==> config.mk <==
export PLATFORM = sky130hd
export DESIGN_NAME = pcg_top
export DESIGN_NICKNAME = d
export VERILOG_FILES = /design/src/hw/pcg_pkg.sv /design/src/hw/pcg_top.sv
export VERILOG_INCLUDE_DIRS = /design/src /design/src/hw
export SDC_FILE = /design/constraint.sdc
export NUM_CORES = 1
export LEC_CHECK = 0
export BUFFER_PORTS_ARGS = -buffer_cell sky130_fd_sc_hd__buf_4
export CORE_ASPECT_RATIO = 0.9
export CORE_UTILIZATION = 44
export DETAILED_ROUTE_END_ITERATION = 8
export PLACE_DENSITY = 0.95
export SETUP_SLACK_MARGIN = 0.02
export SYNTH_ARGS = -nofsm -noshare
export SYNTH_HDL_FRONTEND = slang
export SYNTH_SLANG_ARGS = --single-unit
==> constraint.sdc <==
create_clock -name aclk -period 2.64 [get_ports aclk]
set_input_delay 0.396 -clock aclk [delete_from_list [all_inputs] [get_ports aclk]]
set_output_delay 0.396 -clock aclk [all_outputs]
set_load 0.05 [all_outputs]
==> src/hw/pcg_regs.svh <==
// Register offsets, field positions, reset values and sleep encodings for clock gating
`ifndef PCG_REGS_SVH
`define PCG_REGS_SVH
`define PCG_GATE_OFFSET 4'h0
`define PCG_SLEEP_OFFSET 4'h4
`define PCG_STATUS_OFFSET 4'h8
`define PCG_GATE_RESET 8'h00
`define PCG_SLEEP_RESET 4'h0
`define PCG_BIT_PSC2 7
`define PCG_BIT_PSC1 6
`define PCG_BIT_PSC0 5
`define PCG_BIT_TIM1 4
`define PCG_BIT_TIM0 3
`define PCG_BIT_SPI 2
`define PCG_BIT_USART 1
`define PCG_BIT_ADC 0
`define PCG_SLEEP_EN_BIT 0
`define PCG_MODE_IDLE 3'h0
`define PCG_MODE_ADCNR 3'h1
`define PCG_MODE_PDOWN 3'h2
`define PCG_MODE_STANDBY 3'h6
`define PCG_RESP_OKAY 2'h0
`define PCG_RESP_SLVERR 2'h2
`endif

==> src/hw/pcg_pkg.sv <==
// Types shared by the peripheral clock gating block
package pcg_pkg;
    typedef enum logic [1:0] {
        PCG_WIDLE = 2'h0,
        PCG_WRESP = 2'h1
    } pcg_wst_t;
    typedef enum logic [1:0] {
        PCG_RIDLE = 2'h0,
        PCG_RRESP = 2'h1
    } pcg_rst_t;
    // Analog side requests into the block
    typedef struct packed {
        logic adc_enabled;
        logic comp_enabled;
        logic comp_uses_ref;
        logic comp_uses_adc_mux;
        logic bod_fuse_on;
        logic wdt_enabled;
        logic debug_enable_fuse;
        logic wake_pins_needed;
    } pcg_ana_in_t;
    // Power and clock controls out of the block
    typedef struct packed {
        logic [7:0] periph_clk_en;
        logic [7:0] periph_io_block;
        logic cpu_clk_en;
        logic flash_clk_en;
        logic io_clk_en;
        logic adc_clk_en;
        logic main_osc_en;
        logic adc_keep_on;
        logic adc_long_conv;
        logic comp_power;
        logic comp_mux_allow;
        logic vref_en;
        logic bod_active;
        logic wdt_active;
        logic inbuf_en;
        logic wake_inbuf_en;
    } pcg_ctl_out_t;
    typedef struct packed {
        pcg_wst_t wst;
        pcg_rst_t rst;
        logic [1:0] bresp;
        logic [1:0] rresp;
        logic [31:0] rdata;
        logic [7:0] gate;
        logic [3:0] sleep;
        logic adc_was_on;
        logic adc_long;
    } pcg_state_t;
endpackage

==> src/hw/pcg_top.sv <==
// Peripheral clock gating controller with AXI4-Lite register access
//
// Our own choices: the AXI4-Lite register port and the register offsets.
`timescale 1ns/1ps
`include "pcg_regs.svh"
//////////////////////////////////////////////////////////////////////////////////////////
// Overview of operation
// - A set gating bit freezes its peripheral and blocks its register access.
// - Clearing a gating bit restarts the clock, peripheral resumes its held state.
// - Resources held at clock stop remain occupied; disable before gating.
// - Bits 7, 6, 5 stop power stage controllers 2, 1, 0.
// - Bits 4 and 3 gate timers 1 and 0; they continue as before.
// - Bit 2 stops the SPI clock.
// - Bit 1 stops the USART clock.
// - Bit 0 stops the ADC clock; ADC must be disabled first.
// - Comparator cannot use the ADC input multiplexer while ADC clock gated.
// - Gating acts in active and idle; other sleep modes stop clocks anyway. Here bit 0 also gates the ADC clock in noise reduction.
// - Enabled ADC stays on in sleep; first conversion after re-enable is extended.
// - Comparator auto-disabled in sleep modes other than idle and noise reduction.
// - Comparator using internal reference keeps reference on in any sleep mode.
// - Reference on when brown-out, comparator or ADC need it, else off.
// - Fuse-enabled brown-out detector stays active in all sleep modes.
// - Enabled watchdog stays active in all sleep modes.
// - With I/O and ADC clocks stopped, input buffers off except wake-up ones.
// - Debug fuse keeps the main clock source running during sleep.
// - Idle halts CPU and flash; noise reduction adds I/O; power-down halts all.
module pcg_top (
    input wire logic aclk,
    input wire logic aresetn,
    input wire logic [3:0] s_axi_awaddr,
    input wire logic [2:0] s_axi_awprot,
    input wire logic s_axi_awvalid,
    output logic s_axi_awready,
    input wire logic [31:0] s_axi_wdata,
    input wire logic [3:0] s_axi_wstrb,
    input wire logic s_axi_wvalid,
    output logic s_axi_wready,
    output logic [1:0] s_axi_bresp,
    output logic s_axi_bvalid,
    input wire logic s_axi_bready,
    input wire logic [3:0] s_axi_araddr,
    input wire logic [2:0] s_axi_arprot,
    input wire logic s_axi_arvalid,
    output logic s_axi_arready,
    output logic [31:0] s_axi_rdata,
    output logic [1:0] s_axi_rresp,
    output logic s_axi_rvalid,
    input wire logic s_axi_rready,
    input wire logic sleep_req,
    input wire pcg_pkg::pcg_ana_in_t ana_in,
    output pcg_pkg::pcg_ctl_out_t ctl_out
);
    import pcg_pkg::*;

    pcg_state_t st_r;
    pcg_state_t st_nxt;
    logic asleep;
    logic [2:0] mode;
    logic do_write;
    logic do_read;
    logic [3:0] sel_rd;

    //////////////////////////////////////////////////////////////////////////////////////
    // Sleep decode: the CPU side asserts sleep_req while the sleep enable bit is set
    assign mode = st_r.sleep[3:1];
    assign asleep = sleep_req && st_r.sleep[`PCG_SLEEP_EN_BIT];

    // Accept both write channels together so address and data never separate
    assign do_write = (st_r.wst == PCG_WIDLE) && s_axi_awvalid && s_axi_wvalid;
    assign s_axi_awready = do_write;
    assign s_axi_wready = do_write;
    assign do_read = (st_r.rst == PCG_RIDLE) && s_axi_arvalid;
    assign s_axi_arready = do_read;
    assign sel_rd = s_axi_araddr;

    assign s_axi_bvalid = (st_r.wst == PCG_WRESP);
    assign s_axi_bresp = st_r.bresp;
    assign s_axi_rvalid = (st_r.rst == PCG_RRESP);
    assign s_axi_rresp = st_r.rresp;
    assign s_axi_rdata = st_r.rdata;

    //////////////////////////////////////////////////////////////////////////////////////
    // Next-state logic for bus, registers and ADC extended-conversion tracking
    always_comb begin
        st_nxt = st_r;
        unique case (st_r.wst)
            PCG_WIDLE: begin
                if (do_write) begin
                    st_nxt.wst = PCG_WRESP;
                    st_nxt.bresp = `PCG_RESP_OKAY;
                    if (s_axi_awaddr == `PCG_GATE_OFFSET) begin
                        if (s_axi_wstrb[0]) begin
                            st_nxt.gate = s_axi_wdata[7:0];
                        end
                    end else if (s_axi_awaddr == `PCG_SLEEP_OFFSET) begin
                        if (s_axi_wstrb[0]) begin
                            st_nxt.sleep = s_axi_wdata[3:0];
                        end
                    end else if (s_axi_awaddr != `PCG_STATUS_OFFSET) begin
                        st_nxt.bresp = `PCG_RESP_SLVERR;
                    end
                end
            end
            PCG_WRESP: begin
                if (s_axi_bready) begin
                    st_nxt.wst = PCG_WIDLE;
                end
            end
            default: st_nxt.wst = PCG_WIDLE;
        endcase
        unique case (st_r.rst)
            PCG_RIDLE: begin
                if (do_read) begin
                    st_nxt.rst = PCG_RRESP;
                    st_nxt.rresp = `PCG_RESP_OKAY;
                    st_nxt.rdata = 32'h00000000;
                    if (sel_rd == `PCG_GATE_OFFSET) begin
                        st_nxt.rdata = {24'h000000, st_r.gate};
                    end else if (sel_rd == `PCG_SLEEP_OFFSET) begin
                        st_nxt.rdata = {28'h0000000, st_r.sleep};
                    end else if (sel_rd == `PCG_STATUS_OFFSET) begin
                        st_nxt.rdata = {16'h0000, ctl_out.vref_en, ctl_out.comp_power,
                            ctl_out.adc_long_conv, ctl_out.inbuf_en, ctl_out.io_clk_en,
                            ctl_out.adc_clk_en, ctl_out.cpu_clk_en, ctl_out.main_osc_en,
                            ctl_out.periph_clk_en};
                    end else begin
                        st_nxt.rresp = `PCG_RESP_SLVERR;
                    end
                end
            end
            PCG_RRESP: begin
                if (s_axi_rready) begin
                    st_nxt.rst = PCG_RIDLE;
                end
            end
            default: st_nxt.rst = PCG_RIDLE;
        endcase
        // Off-then-on of the ADC arms an extended first conversion
        st_nxt.adc_was_on = ana_in.adc_enabled;
        if (ana_in.adc_enabled && !st_r.adc_was_on) begin
            st_nxt.adc_long = 1'b1;
        end else if (!ana_in.adc_enabled) begin
            st_nxt.adc_long = 1'b0;
        end
    end

    // Single state register; synchronous reset clears every gating bit
    always_ff @(posedge aclk) begin
        if (!aresetn) begin
            st_r.wst <= PCG_WIDLE;
            st_r.rst <= PCG_RIDLE;
            st_r.bresp <= 2'h0;
            st_r.rresp <= 2'h0;
            st_r.rdata <= 32'h00000000;
            st_r.gate <= `PCG_GATE_RESET;
            st_r.sleep <= `PCG_SLEEP_RESET;
            st_r.adc_was_on <= 1'b0;
            st_r.adc_long <= 1'b0;
        end else begin
            st_r <= st_nxt;
        end
    end

    //////////////////////////////////////////////////////////////////////////////////////
    // Domain clocks per sleep mode; reserved codes behave as power-down for safety
    logic io_run;
    logic adc_run;
    always_comb begin
        ctl_out = '0;
        io_run = 1'b1;
        adc_run = 1'b1;
        if (asleep) begin
            unique case (mode)
                `PCG_MODE_IDLE: begin
                    io_run = 1'b1;
                    adc_run = 1'b1;
                end
                `PCG_MODE_ADCNR: begin
                    io_run = 1'b0;
                    adc_run = 1'b1;
                end
                default: begin
                    io_run = 1'b0;
                    adc_run = 1'b0;
                end
            endcase
        end
        ctl_out.cpu_clk_en = !asleep;
        ctl_out.flash_clk_en = !asleep;
        ctl_out.io_clk_en = io_run;
        // Oscillator stays up in idle, noise reduction, standby, or with debug fuse
        ctl_out.main_osc_en = !asleep || adc_run || (mode == `PCG_MODE_STANDBY)
            || ana_in.debug_enable_fuse;
        // Gating only matters while the I/O clock runs; otherwise it is already off
        ctl_out.periph_clk_en = io_run ? ~st_r.gate : 8'h00;
        // Gated peripherals refuse register access; state held, not reset
        ctl_out.periph_io_block = st_r.gate;
        ctl_out.adc_clk_en = adc_run && !st_r.gate[`PCG_BIT_ADC];
        ctl_out.adc_keep_on = ana_in.adc_enabled;
        ctl_out.adc_long_conv = st_r.adc_long;
        // Comparator powered in run, idle and noise reduction only; holding the ref does not keep it on
        ctl_out.comp_power = ana_in.comp_enabled && (!asleep || adc_run);
        ctl_out.comp_mux_allow = ana_in.comp_uses_adc_mux
            && !st_r.gate[`PCG_BIT_ADC];
        ctl_out.vref_en = ana_in.bod_fuse_on || ana_in.adc_enabled
            || (ana_in.comp_enabled && ana_in.comp_uses_ref);
        ctl_out.bod_active = ana_in.bod_fuse_on;
        ctl_out.wdt_active = ana_in.wdt_enabled;
        ctl_out.inbuf_en = io_run || adc_run;
        ctl_out.wake_inbuf_en = ctl_out.inbuf_en || ana_in.wake_pins_needed;
    end
endmodule

[Word-level counts from Yosys, hierarchy flattened]
Cells that the tools add are included.
Word-level totals
  register bits: 54
  output and inout bits: 71
  input bits: 66
  logic and storage cells: 77
Operators by class
  reductions and logical operators: 31
  equality and inequality tests: 13
  bitwise logic cells: 2
  multiplexer cells: 22
Operators by type and width (count)
  $mux 16: 3
  $mux 2: 10
  $logic_and 1x1->1: 9
  $eq 4x3->1 const B: 2
  $logic_not 4->1: 2
  $mux 8: 1
  $not 8->8: 1
  $pmux 2 s2: 2
  $reduce_and 2->1: 4
  $logic_or 1x1->1: 7
  $mux 1: 6
  $ne 2x1->1 const B: 3
  $reduce_and 5->1: 1
  $eq 2x1->1 const B: 2
  $eq 4x4->1 const B: 1
  $logic_not 2->1: 2
  $ne 2x2->1 const B: 2
  $ne 4x4->1 const B: 1
  $reduce_and 4->1: 1
  $eq 3x1->1 const B: 1
  $eq 3x3->1 const B: 1
  $logic_not 1->1: 3
  $logic_not 3->1: 1
  $reduce_or 2->1: 1
  $not 1->1: 1

[Depth between registers and ports, before layout]
Gate-level depths: netlist of run 1.
  depth after elaboration: 10
  mapped depth: 5
  depth with buffers taken out: 4

[Worst setup path before layout of run 1]
No wires, ideal clock.
  path type: flip-flop to output port
  start point: reg st_r (netlist bit mode[2])
  end point: out ctl_out[10] (netlist bit)
  required time: 2.244 ns
  buffers on the path: 0
  slack: 0.093 ns
  stages on the path, launching flop included: 3
  arrival time: 2.151 ns
  cells stage by stage: dfxtp_1 > o211ai_1 > nor2b_1
RTL lines
  start: declaration: RTL line pcg_top.sv:55  | pcg_state_t st_r;
  start signal: assignment: RTL line pcg_top.sv:160  | st_r <= st_nxt;
  end: declaration: RTL line pcg_top.sv:51  | output pcg_pkg::pcg_ctl_out_t ctl_out

==> results of run 1 <==
path summary, 6_finish.rpt:
| check | to | slack [ns] | cells past startpoint |
|---|---|---|---|
| max | ctl_out[9] | 0.61 | 3 |
| min | ctl_out[18] | 0.37 | 3 |
| max reg2reg | s_axi_rdata[6] | 1.07 | 3 |
| min reg2reg | ctl_out[7] | 0.43 | 1 |
worst reg2reg max path: cells and delay by family, from the launching register on:
| family | cells | cell delay [ns] |
|---|---|---|
| compound gates | 2 | 0.73 |
| flops | 1 | 0.34 |
| simple gates | 1 | 0.43 |
per-layer routing:
layer | share of wire, % | vias to the layer above
li1 | - | 802
met1 | 41 | 740
met2 | 50 | 69
met3 | 7.2 | 8
met4 | 1.3 | 0
met5 | 0 | -
power by group through the flow:
stage | Clock, W | Combinational (W) | Sequential, W
2_1_floorplan | 0 | 0.000240 | 0.000556
4_1_cts | 0.000368 | 0.000287 | 0.000540
3_5_place_dp | 0 | 0.000287 | 0.000552
6_report | 0.000357 | 0.000286 | 0.000540
5_1_grt | 0.000385 | 0.000303 | 0.000542
3_3_place_gp | 0 | 0.000283 | 0.000551
per-stage QoR:
stage                     cells  hold slack (ns)
after floorplan             245            0.388
after detailed placement    327            0.409
after global routing        334            0.368
after CTS                   334            0.360
final                       334            0.369
after global placement      327            0.391
cells in the final DEF (no fill, tap or decap), types with 2 or more instances in the layout:
cell type  count
or3_1          6
o221a_1        4
nand3_1        5
inv_2          2
nand2b_1       2
nor3_1         4
clkbuf_8       5
mux2i_1       16
a21oi_1        8
inv_1          4
and2_1         2
nand2_1       30
clkinv_2       2
nor2_1         9
dfxtp_1       34
buf_4         84
o211a_1        2
o21ai_0        8
a21boi_1       8
conb_1        18
nor2b_1        2
registers in the layout (all words and copies together), names as in the netlist:
name and flops:
st_r 4, s_axi_bresp 1, ctl_out 9, s_axi_rresp 1
mode 3, s_axi_rdata 16
final cells by class:
type                            count  area [sq um]
Clock buffer                        5          68.8
Clock inverter                      2          10.0
Fill cell                         385          1790
Inverter                            6          22.5
Multi-Input combinational cell    143           875
Sequential cell                    34           681
Tap cell                           60          75.1
Timing Repair Buffer               84           631
cell families (layout without fill, tap and decap cells):
group / count (synthesis) / count (layout)
multiplexers: 16 / 16
AO/OA/AOI/OAI: 39 / 39
flip-flops: 34 / 34
other: 1 / 18
AND/OR/NAND/NOR: 70 / 70
buffers and inverters: 68 / 97
==> run summary, run 1 <==
===============================================================================================
Clock input transition at the sequential cells of the worst setup and hold paths        0.07 ns
Number of buffers inserted by hold repair at cts                                              0
Comb pwr share                                                                            24.2%
Worst setup path startpoint                                                             mode[1]
RSZ-0062 raised after global routing                                                      false
Worst endpoint data arrival time                                                        1.63 ns
Outcome                                                                               completed
Post-detailed-route wirelength per cell                                            13.1 microns
Antenna Nets Post-Route                                                                       0
Sequential share of the synthesized area                                                  34.8%
Final instance area                                                                  2360 sq um
Later-pin clock latency in the skew report                                              0.28 ns
DRC violations left                                                                           0
R2R Path Start                                                                          mode[2]
I/O pin count                                                                               137
# clock sinks                                                                                34
# rows                                                                                       22
Post-CTS Setup Repair Bufs                                                                    0
Most heavily used metal layer in global routing                                            met2
# setup viols final                                                                           0
Worst-path cell chain                                                              o211ai_1 -> a311o_1 -> buf_4
Number of storage elements in the synthesis netlist                                          34
Post-cts resize count                                                                         0
Final global-route overflow total                                                             0
Fraction of the mapped netlist area in adder cells                                           0%
Fin crit period                                                                         2.03 ns
Share of layout cells above drive strength 1                                              35.8%
Mux contribution to synthesized area                                                      8.19%
X dimension of the die                                                             72.3 microns
CP Launch Type                                                                             flop
Bufs and invs on worst path                                                                   1
Max Slew Vio Count                                                                            0
Post-synthesis async set-or-reset flop share                                                 0%
Yosys warns                                                                                   0
Area of the core region                                                              4160 sq um
Root buffer cell                                                                       clkbuf_8
Cell area after synthesis                                                            1950 sq um
Delay-heaviest family, CP                                                          compound AO/OA/AOI/OAI gates
Vias after detailed routing                                                                1619
Max-Cap Viols                                                                                 0
Port Buffers                                                                                 83
Largest fanout on the critical path                                                           8
Accumulated negative setup slack                                                           0 ns
Standard cell with the maximum stage delay on the critical path                        o211ai_1
Worst endpoint required time                                                            2.24 ns
Cell taking the most area after synthesis                                               dfxtp_1
Critical setup path kind                                                             reg -> out
Yosys top cell area share                                                                 34.8%
Total cell area at the placement stage                                               2280 sq um
Worst slack, placed                                                                    0.812 ns
CTS Buf Count                                                                                 5
Final Skew                                                                           0.00753 ns
Largest vdd supply drop                                                                  328 uV
Global-route wire length before repair                                                  6.91 mm
Number of enable flip-flop cells after synthesis                                              0
Switching portion of total power                                                          33.2%
Fmax achieved                                                                         0.493 GHz
XOR/XNOR share of the synthesized area                                                       0%
Share of the synthesized area in compound gates (AO/OA/AOI/OAI)                           14.3%
Total chip power                                                                      0.00118 W
Top area cells in the synthesized netlist                                          dfxtp_1, buf_4, mux2i_1
Total power density per cell area                                                   501 nW/um^2
Met3 usage                                                                                4.91%
Vias per std cell                                                                          4.85
Dominant synthesized flop cell                                                          dfxtp_1
Leak                                                                                    1.09 nW
Reported net switching power                                                         0.000393 W
Number of buffers between clock root and the deepest sink                                     2
Actual transition at the worst max-transition pin                                      0.733 ns
Library cell with the highest instance count after synthesis                              buf_4
Growth of design area from synthesis to finish                                            20.9%
Slew HR                                                                                   51.0%
Portion of total power attributed to sequential cells                                     45.6%
Minimum setup slack in the final design                                                0.611 ns
Simple-gate share of the synthesized area                                                 18.8%
Violation count after the first detailed-route iteration                                     44
Proportion of power drawn by the clock network                                            30.2%
Met1 demand-to-capacity share in global routing                                           20.1%
Number of antenna cells inserted                                                              0
TritonCTS clock tree                                                                        yes
Largest family of logic cells by synthesized area                                  buffers and inverters
Critical hold path startpoint                                                      s_axi_wdata[4]
Initial antenna violation count                                                               0
Routed Wire Length                                                                      4.36 mm
Post-synthesis average cell area                                                     8.57 sq um
Global-route track usage on met2                                                          36.3%
Maximum number of pins on one net before global-route repair                                 43
Final core utilization                                                                    56.8%
Sort of element at the end of the critical path                                      output pin
Commonest cells in the synthesized netlist                                         buf_4, dfxtp_1, nand2_1
Post-DP HPWL                                                                            3.19 mm
Global Route Usage Sum                                                                    19.2%
Instance count of the mapped netlist                                                        228
Post-route fraction of the period consumed by the critical path                           76.8%
Number of distinct standard cells referenced by the synthesized netlist                      41
Worst path max stage delay                                                              0.53 ns
Die Span Y                                                                         65.2 microns
Detailed-routing iteration count for the pre-antenna-repair pass                              4
H-Tree Depth                                                                                  2
Final Hold Fails                                                                              0
Last weighted congestion value of the routability-driven placer                           0.768
Via count of the first global-routing pass                                                 1567
Die Outline Area                                                                     4710 sq um
Worst min path class                                                                  in -> reg
Effective utilization at floorplan                                                        47.0%
Layout Nets                                                                                 340
Int Power                                                                            0.000791 W
===============================================================================================
No activity file was read; power rests on OpenSTA's default activity.
==> run 2, diff against run 1 <==
--- a/config.mk
+++ b/config.mk
@@ -8,9 +8,9 @@
 export LEC_CHECK = 0
 export BUFFER_PORTS_ARGS = -buffer_cell sky130_fd_sc_hd__buf_4
 export CORE_ASPECT_RATIO = 0.9
-export CORE_UTILIZATION = 44
+export CORE_UTILIZATION = 37
 export DETAILED_ROUTE_END_ITERATION = 8
-export PLACE_DENSITY = 0.95
+export PLACE_DENSITY = 0.87
 export SETUP_SLACK_MARGIN = 0.02
 export SYNTH_ARGS = -nofsm -noshare
 export SYNTH_HDL_FRONTEND = slang
==> constraint.sdc (replaced) <==
create_clock -name aclk -period 1.7 [get_ports aclk]
set_input_delay 0.255 -clock aclk [delete_from_list [all_inputs] [get_ports aclk]]
set_output_delay 0.255 -clock aclk [all_outputs]
set_load 0.05 [all_outputs]
==> run 2 against run 1 <==
  * The flow now finishes with violations (setup timing)
  * Final area rose by 11%
  * Setup slack got worse by 0.63 ns
  * Sequential power rose by 55%
  * Clock-buffer cell count rose by 2
  * First-iteration DRC count rose by 39%
  * Combinational power rose by 59%
  * Largest power group unchanged
  * Utilization fell by 3.7 points
  * Critical path type unchanged
==> run summary, run 2 (same netlist as run 1, synthesis figures left out) <==
===============================================================================================
Final Skew                                                                           0.00179 ns   was 0.00753 ns
Final Hold Fails                                                                              0   unchanged
Critical setup path kind                                                             reg -> out   unchanged
Largest vdd supply drop                                                                  327 uV   was 328 uV
RSZ-0062 raised after global routing                                                       true   was false
Post-detailed-route wirelength per cell                                            13.8 microns   was 13.1 microns
Die Outline Area                                                                     5580 sq um   was 4710 sq um
Worst slack, placed                                                                   0.0485 ns   was 0.812 ns
Worst-case hold slack                                                                  0.205 ns   was 0.369 ns
TritonCTS clock tree                                                                        yes   unchanged
Antenna Nets Post-Route                                                                       0   unchanged
Worst path max stage delay                                                              0.40 ns   was 0.53 ns
Port Buffers                                                                                 83   unchanged
Number of antenna cells inserted                                                              0   unchanged
Global Route Usage Sum                                                                    16.9%   was 19.2%
Post-route fraction of the period consumed by the critical path                            101%
Worst endpoint data arrival time                                                        1.46 ns   was 1.63 ns
Fmax achieved                                                                         0.583 GHz
Die Span Y                                                                         71.0 microns   was 65.2 microns
Detailed-routing iteration count for the pre-antenna-repair pass                              4   unchanged
Last weighted congestion value of the routability-driven placer                           0.816   was 0.768
# setup viols final                                                                           3   was 0
Routed Wire Length                                                                      4.80 mm   was 4.36 mm
CP Launch Type                                                                             flop   unchanged
Initial antenna violation count                                                               0   unchanged
I/O pin count                                                                               137   unchanged
Violation count after the first detailed-route iteration                                     61   was 44
Delay-heaviest family, CP                                                          compound AO/OA/AOI/OAI gates   unchanged
Endpoint of the most critical register-to-register path                            s_axi_rdata[5]   was s_axi_rdata[6]
Number of buffers inserted by hold repair at cts                                              0   unchanged
Layout Nets                                                                                 350   was 340
Share of layout cells above drive strength 1                                              43.7%   was 35.8%
Sort of element at the end of the critical path                                      output pin   unchanged
Growth of design area from synthesis to finish                                            34.8%   was 20.9%
Later-pin clock latency in the skew report                                              0.28 ns   about the same
Hold path endpoint                                                                     st_r[50]   was ctl_out[18]
Effective utilization at floorplan                                                        39.4%   was 47.0%
Worst endpoint required time                                                            1.44 ns   was 2.24 ns
Total power density per cell area                                                   706 nW/um^2   was 501 nW/um^2
Global-route wire length before repair                                                  7.17 mm   was 6.91 mm
Max Slew Vio Count                                                                            0   unchanged
Vias after detailed routing                                                                1715   was 1619
H-Tree Depth                                                                                  2   unchanged
DRC violations left                                                                           0   unchanged
Number of cells on the worst hold path                                                        2   was 3
Minimum setup slack in the final design                                              -0.0146 ns   was 0.611 ns
# clock sinks                                                                                34   unchanged
Via count of the first global-routing pass                                                 1538   was 1567
Number of buffers between clock root and the deepest sink                                     2   unchanged
Register-to-Register Setup Slack                                                        0.09 ns   was 1.07 ns
Leading cell type in the layout, fill and taps excluded                                   buf_4   unchanged
Worst-path cell chain                                                              o311a_4 -> clkbuf_16 -> nor2_4 -> buf_6   was o211ai_1 -> a311o_1 -> buf_4
# rows                                                                                       24   was 22
Standard cell with the maximum stage delay on the critical path                         o311a_4   was o211ai_1
Max FFs per register                                                                         16   unchanged
Maximum number of pins on one net before global-route repair                                 43   unchanged
Vias per std cell                                                                          4.91   was 4.85
Final global-route overflow total                                                             0   unchanged
Max-Cap Viols                                                                                 0   unchanged
Largest fanout on the critical path                                                           6   was 8
Clock input transition at the sequential cells of the worst setup and hold paths        0.07 ns   about the same
X dimension of the die                                                             78.6 microns   was 72.3 microns
Worst min path class                                                                  in -> reg   unchanged
Critical hold path startpoint                                                      s_axi_arvalid   was s_axi_wdata[4]
Area of the core region                                                              4950 sq um   was 4160 sq um
Fin crit period                                                                         1.71 ns
Violated checks                                                                    setup timing
FF-to-FF path depth                                                                           5   was 3
Root buffer cell                                                                       clkbuf_8   unchanged
R2R Path Start                                                                          mode[2]   unchanged
Top library cells by usage in the layout, fill and taps aside                      buf_4, nand2_1, dfxtp_1   was buf_4, dfxtp_1, nand2_1
Post-DP HPWL                                                                            3.40 mm   was 3.19 mm
Bufs and invs on worst path                                                                   2   was 1
CTS Buf Count                                                                                 5   unchanged
Outcome                                                                            finished with violations   was completed
Leak                                                                                    1.20 nW   was 1.09 nW
===============================================================================================
run 2: changes by cell type in the layout (fill, tap and decap cells not counted), moves of 3 or more:
cell	before	now
dfxtp_1	34	30
nor2_4	0	8
dfxtp_4	0	3
buf_8	0	4
nor2_1	9	1
buf_4	84	80
buf_6	0	8
run 2: how the worst max path moves through the flow:
stage                              to  cells past startpoint            start  slack, ns
after floorplan           ctl_out[10]                      2          mode[1]      -0.39
after global placement        mode[1]                      4  s_axi_awaddr[1]       0.07
after detailed placement      mode[0]                      4  s_axi_awaddr[1]       0.05
after CTS                 ctl_out[29]                      4          mode[1]      -0.02
after global routing      ctl_out[25]                      4          mode[2]      -0.06
final                     ctl_out[26]                      4          mode[2]      -0.01
run 2: stage by stage:
stage	util [%]	setup TNS, ns	cell area [sq um]	instances	power (W)
after floorplan	-	-1.83	2080	245	0.00124
after global placement	48.4	0	2400	338	0.00130
after detailed placement	48.4	0	2400	338	0.00131
after CTS	51.2	-0.0598	2540	347	0.00188
after global routing	53.2	-0.414	2630	349	0.00194
final	53.2	-0.0359	2630	349	0.00186
run 2: final cells by class:
cell class / instances / area, sq um
Timing Repair Buffer: 94 / 796
Tap cell: 65 / 81.3
Multi-Input combinational cell: 143 / 961
Clock buffer: 7 / 76.3
Inverter: 6 / 26.3
Sequential cell: 34 / 693
Fill cell: 482 / 2320
run 2: metal layers:
metal	up-vias	GRT usage [%]	wire length, microns
li1	826	-	-
met1	784	18.6	1830
met2	93	29.1	2430
met3	12	6.06	423
met4	0	7.20	119
met5	-	0	0
run 2: report_power, final:
part	leakage [nW]	internal, W	total (W)	switching [W]
combinational	0.880	0.000139	0.000456	0.000317
clock	0.0383	0.000282	0.000569	0.000287
sequential	0.280	0.000819	0.000835	0.0000161
run 2: repair_timing:
action / CTS / global route
cloned: 0 / 1
pin swaps: 1 / 2
resized for setup: 14 / 16
buffers inserted: 2 / 1
setup endpoints to repair: 10 / 13
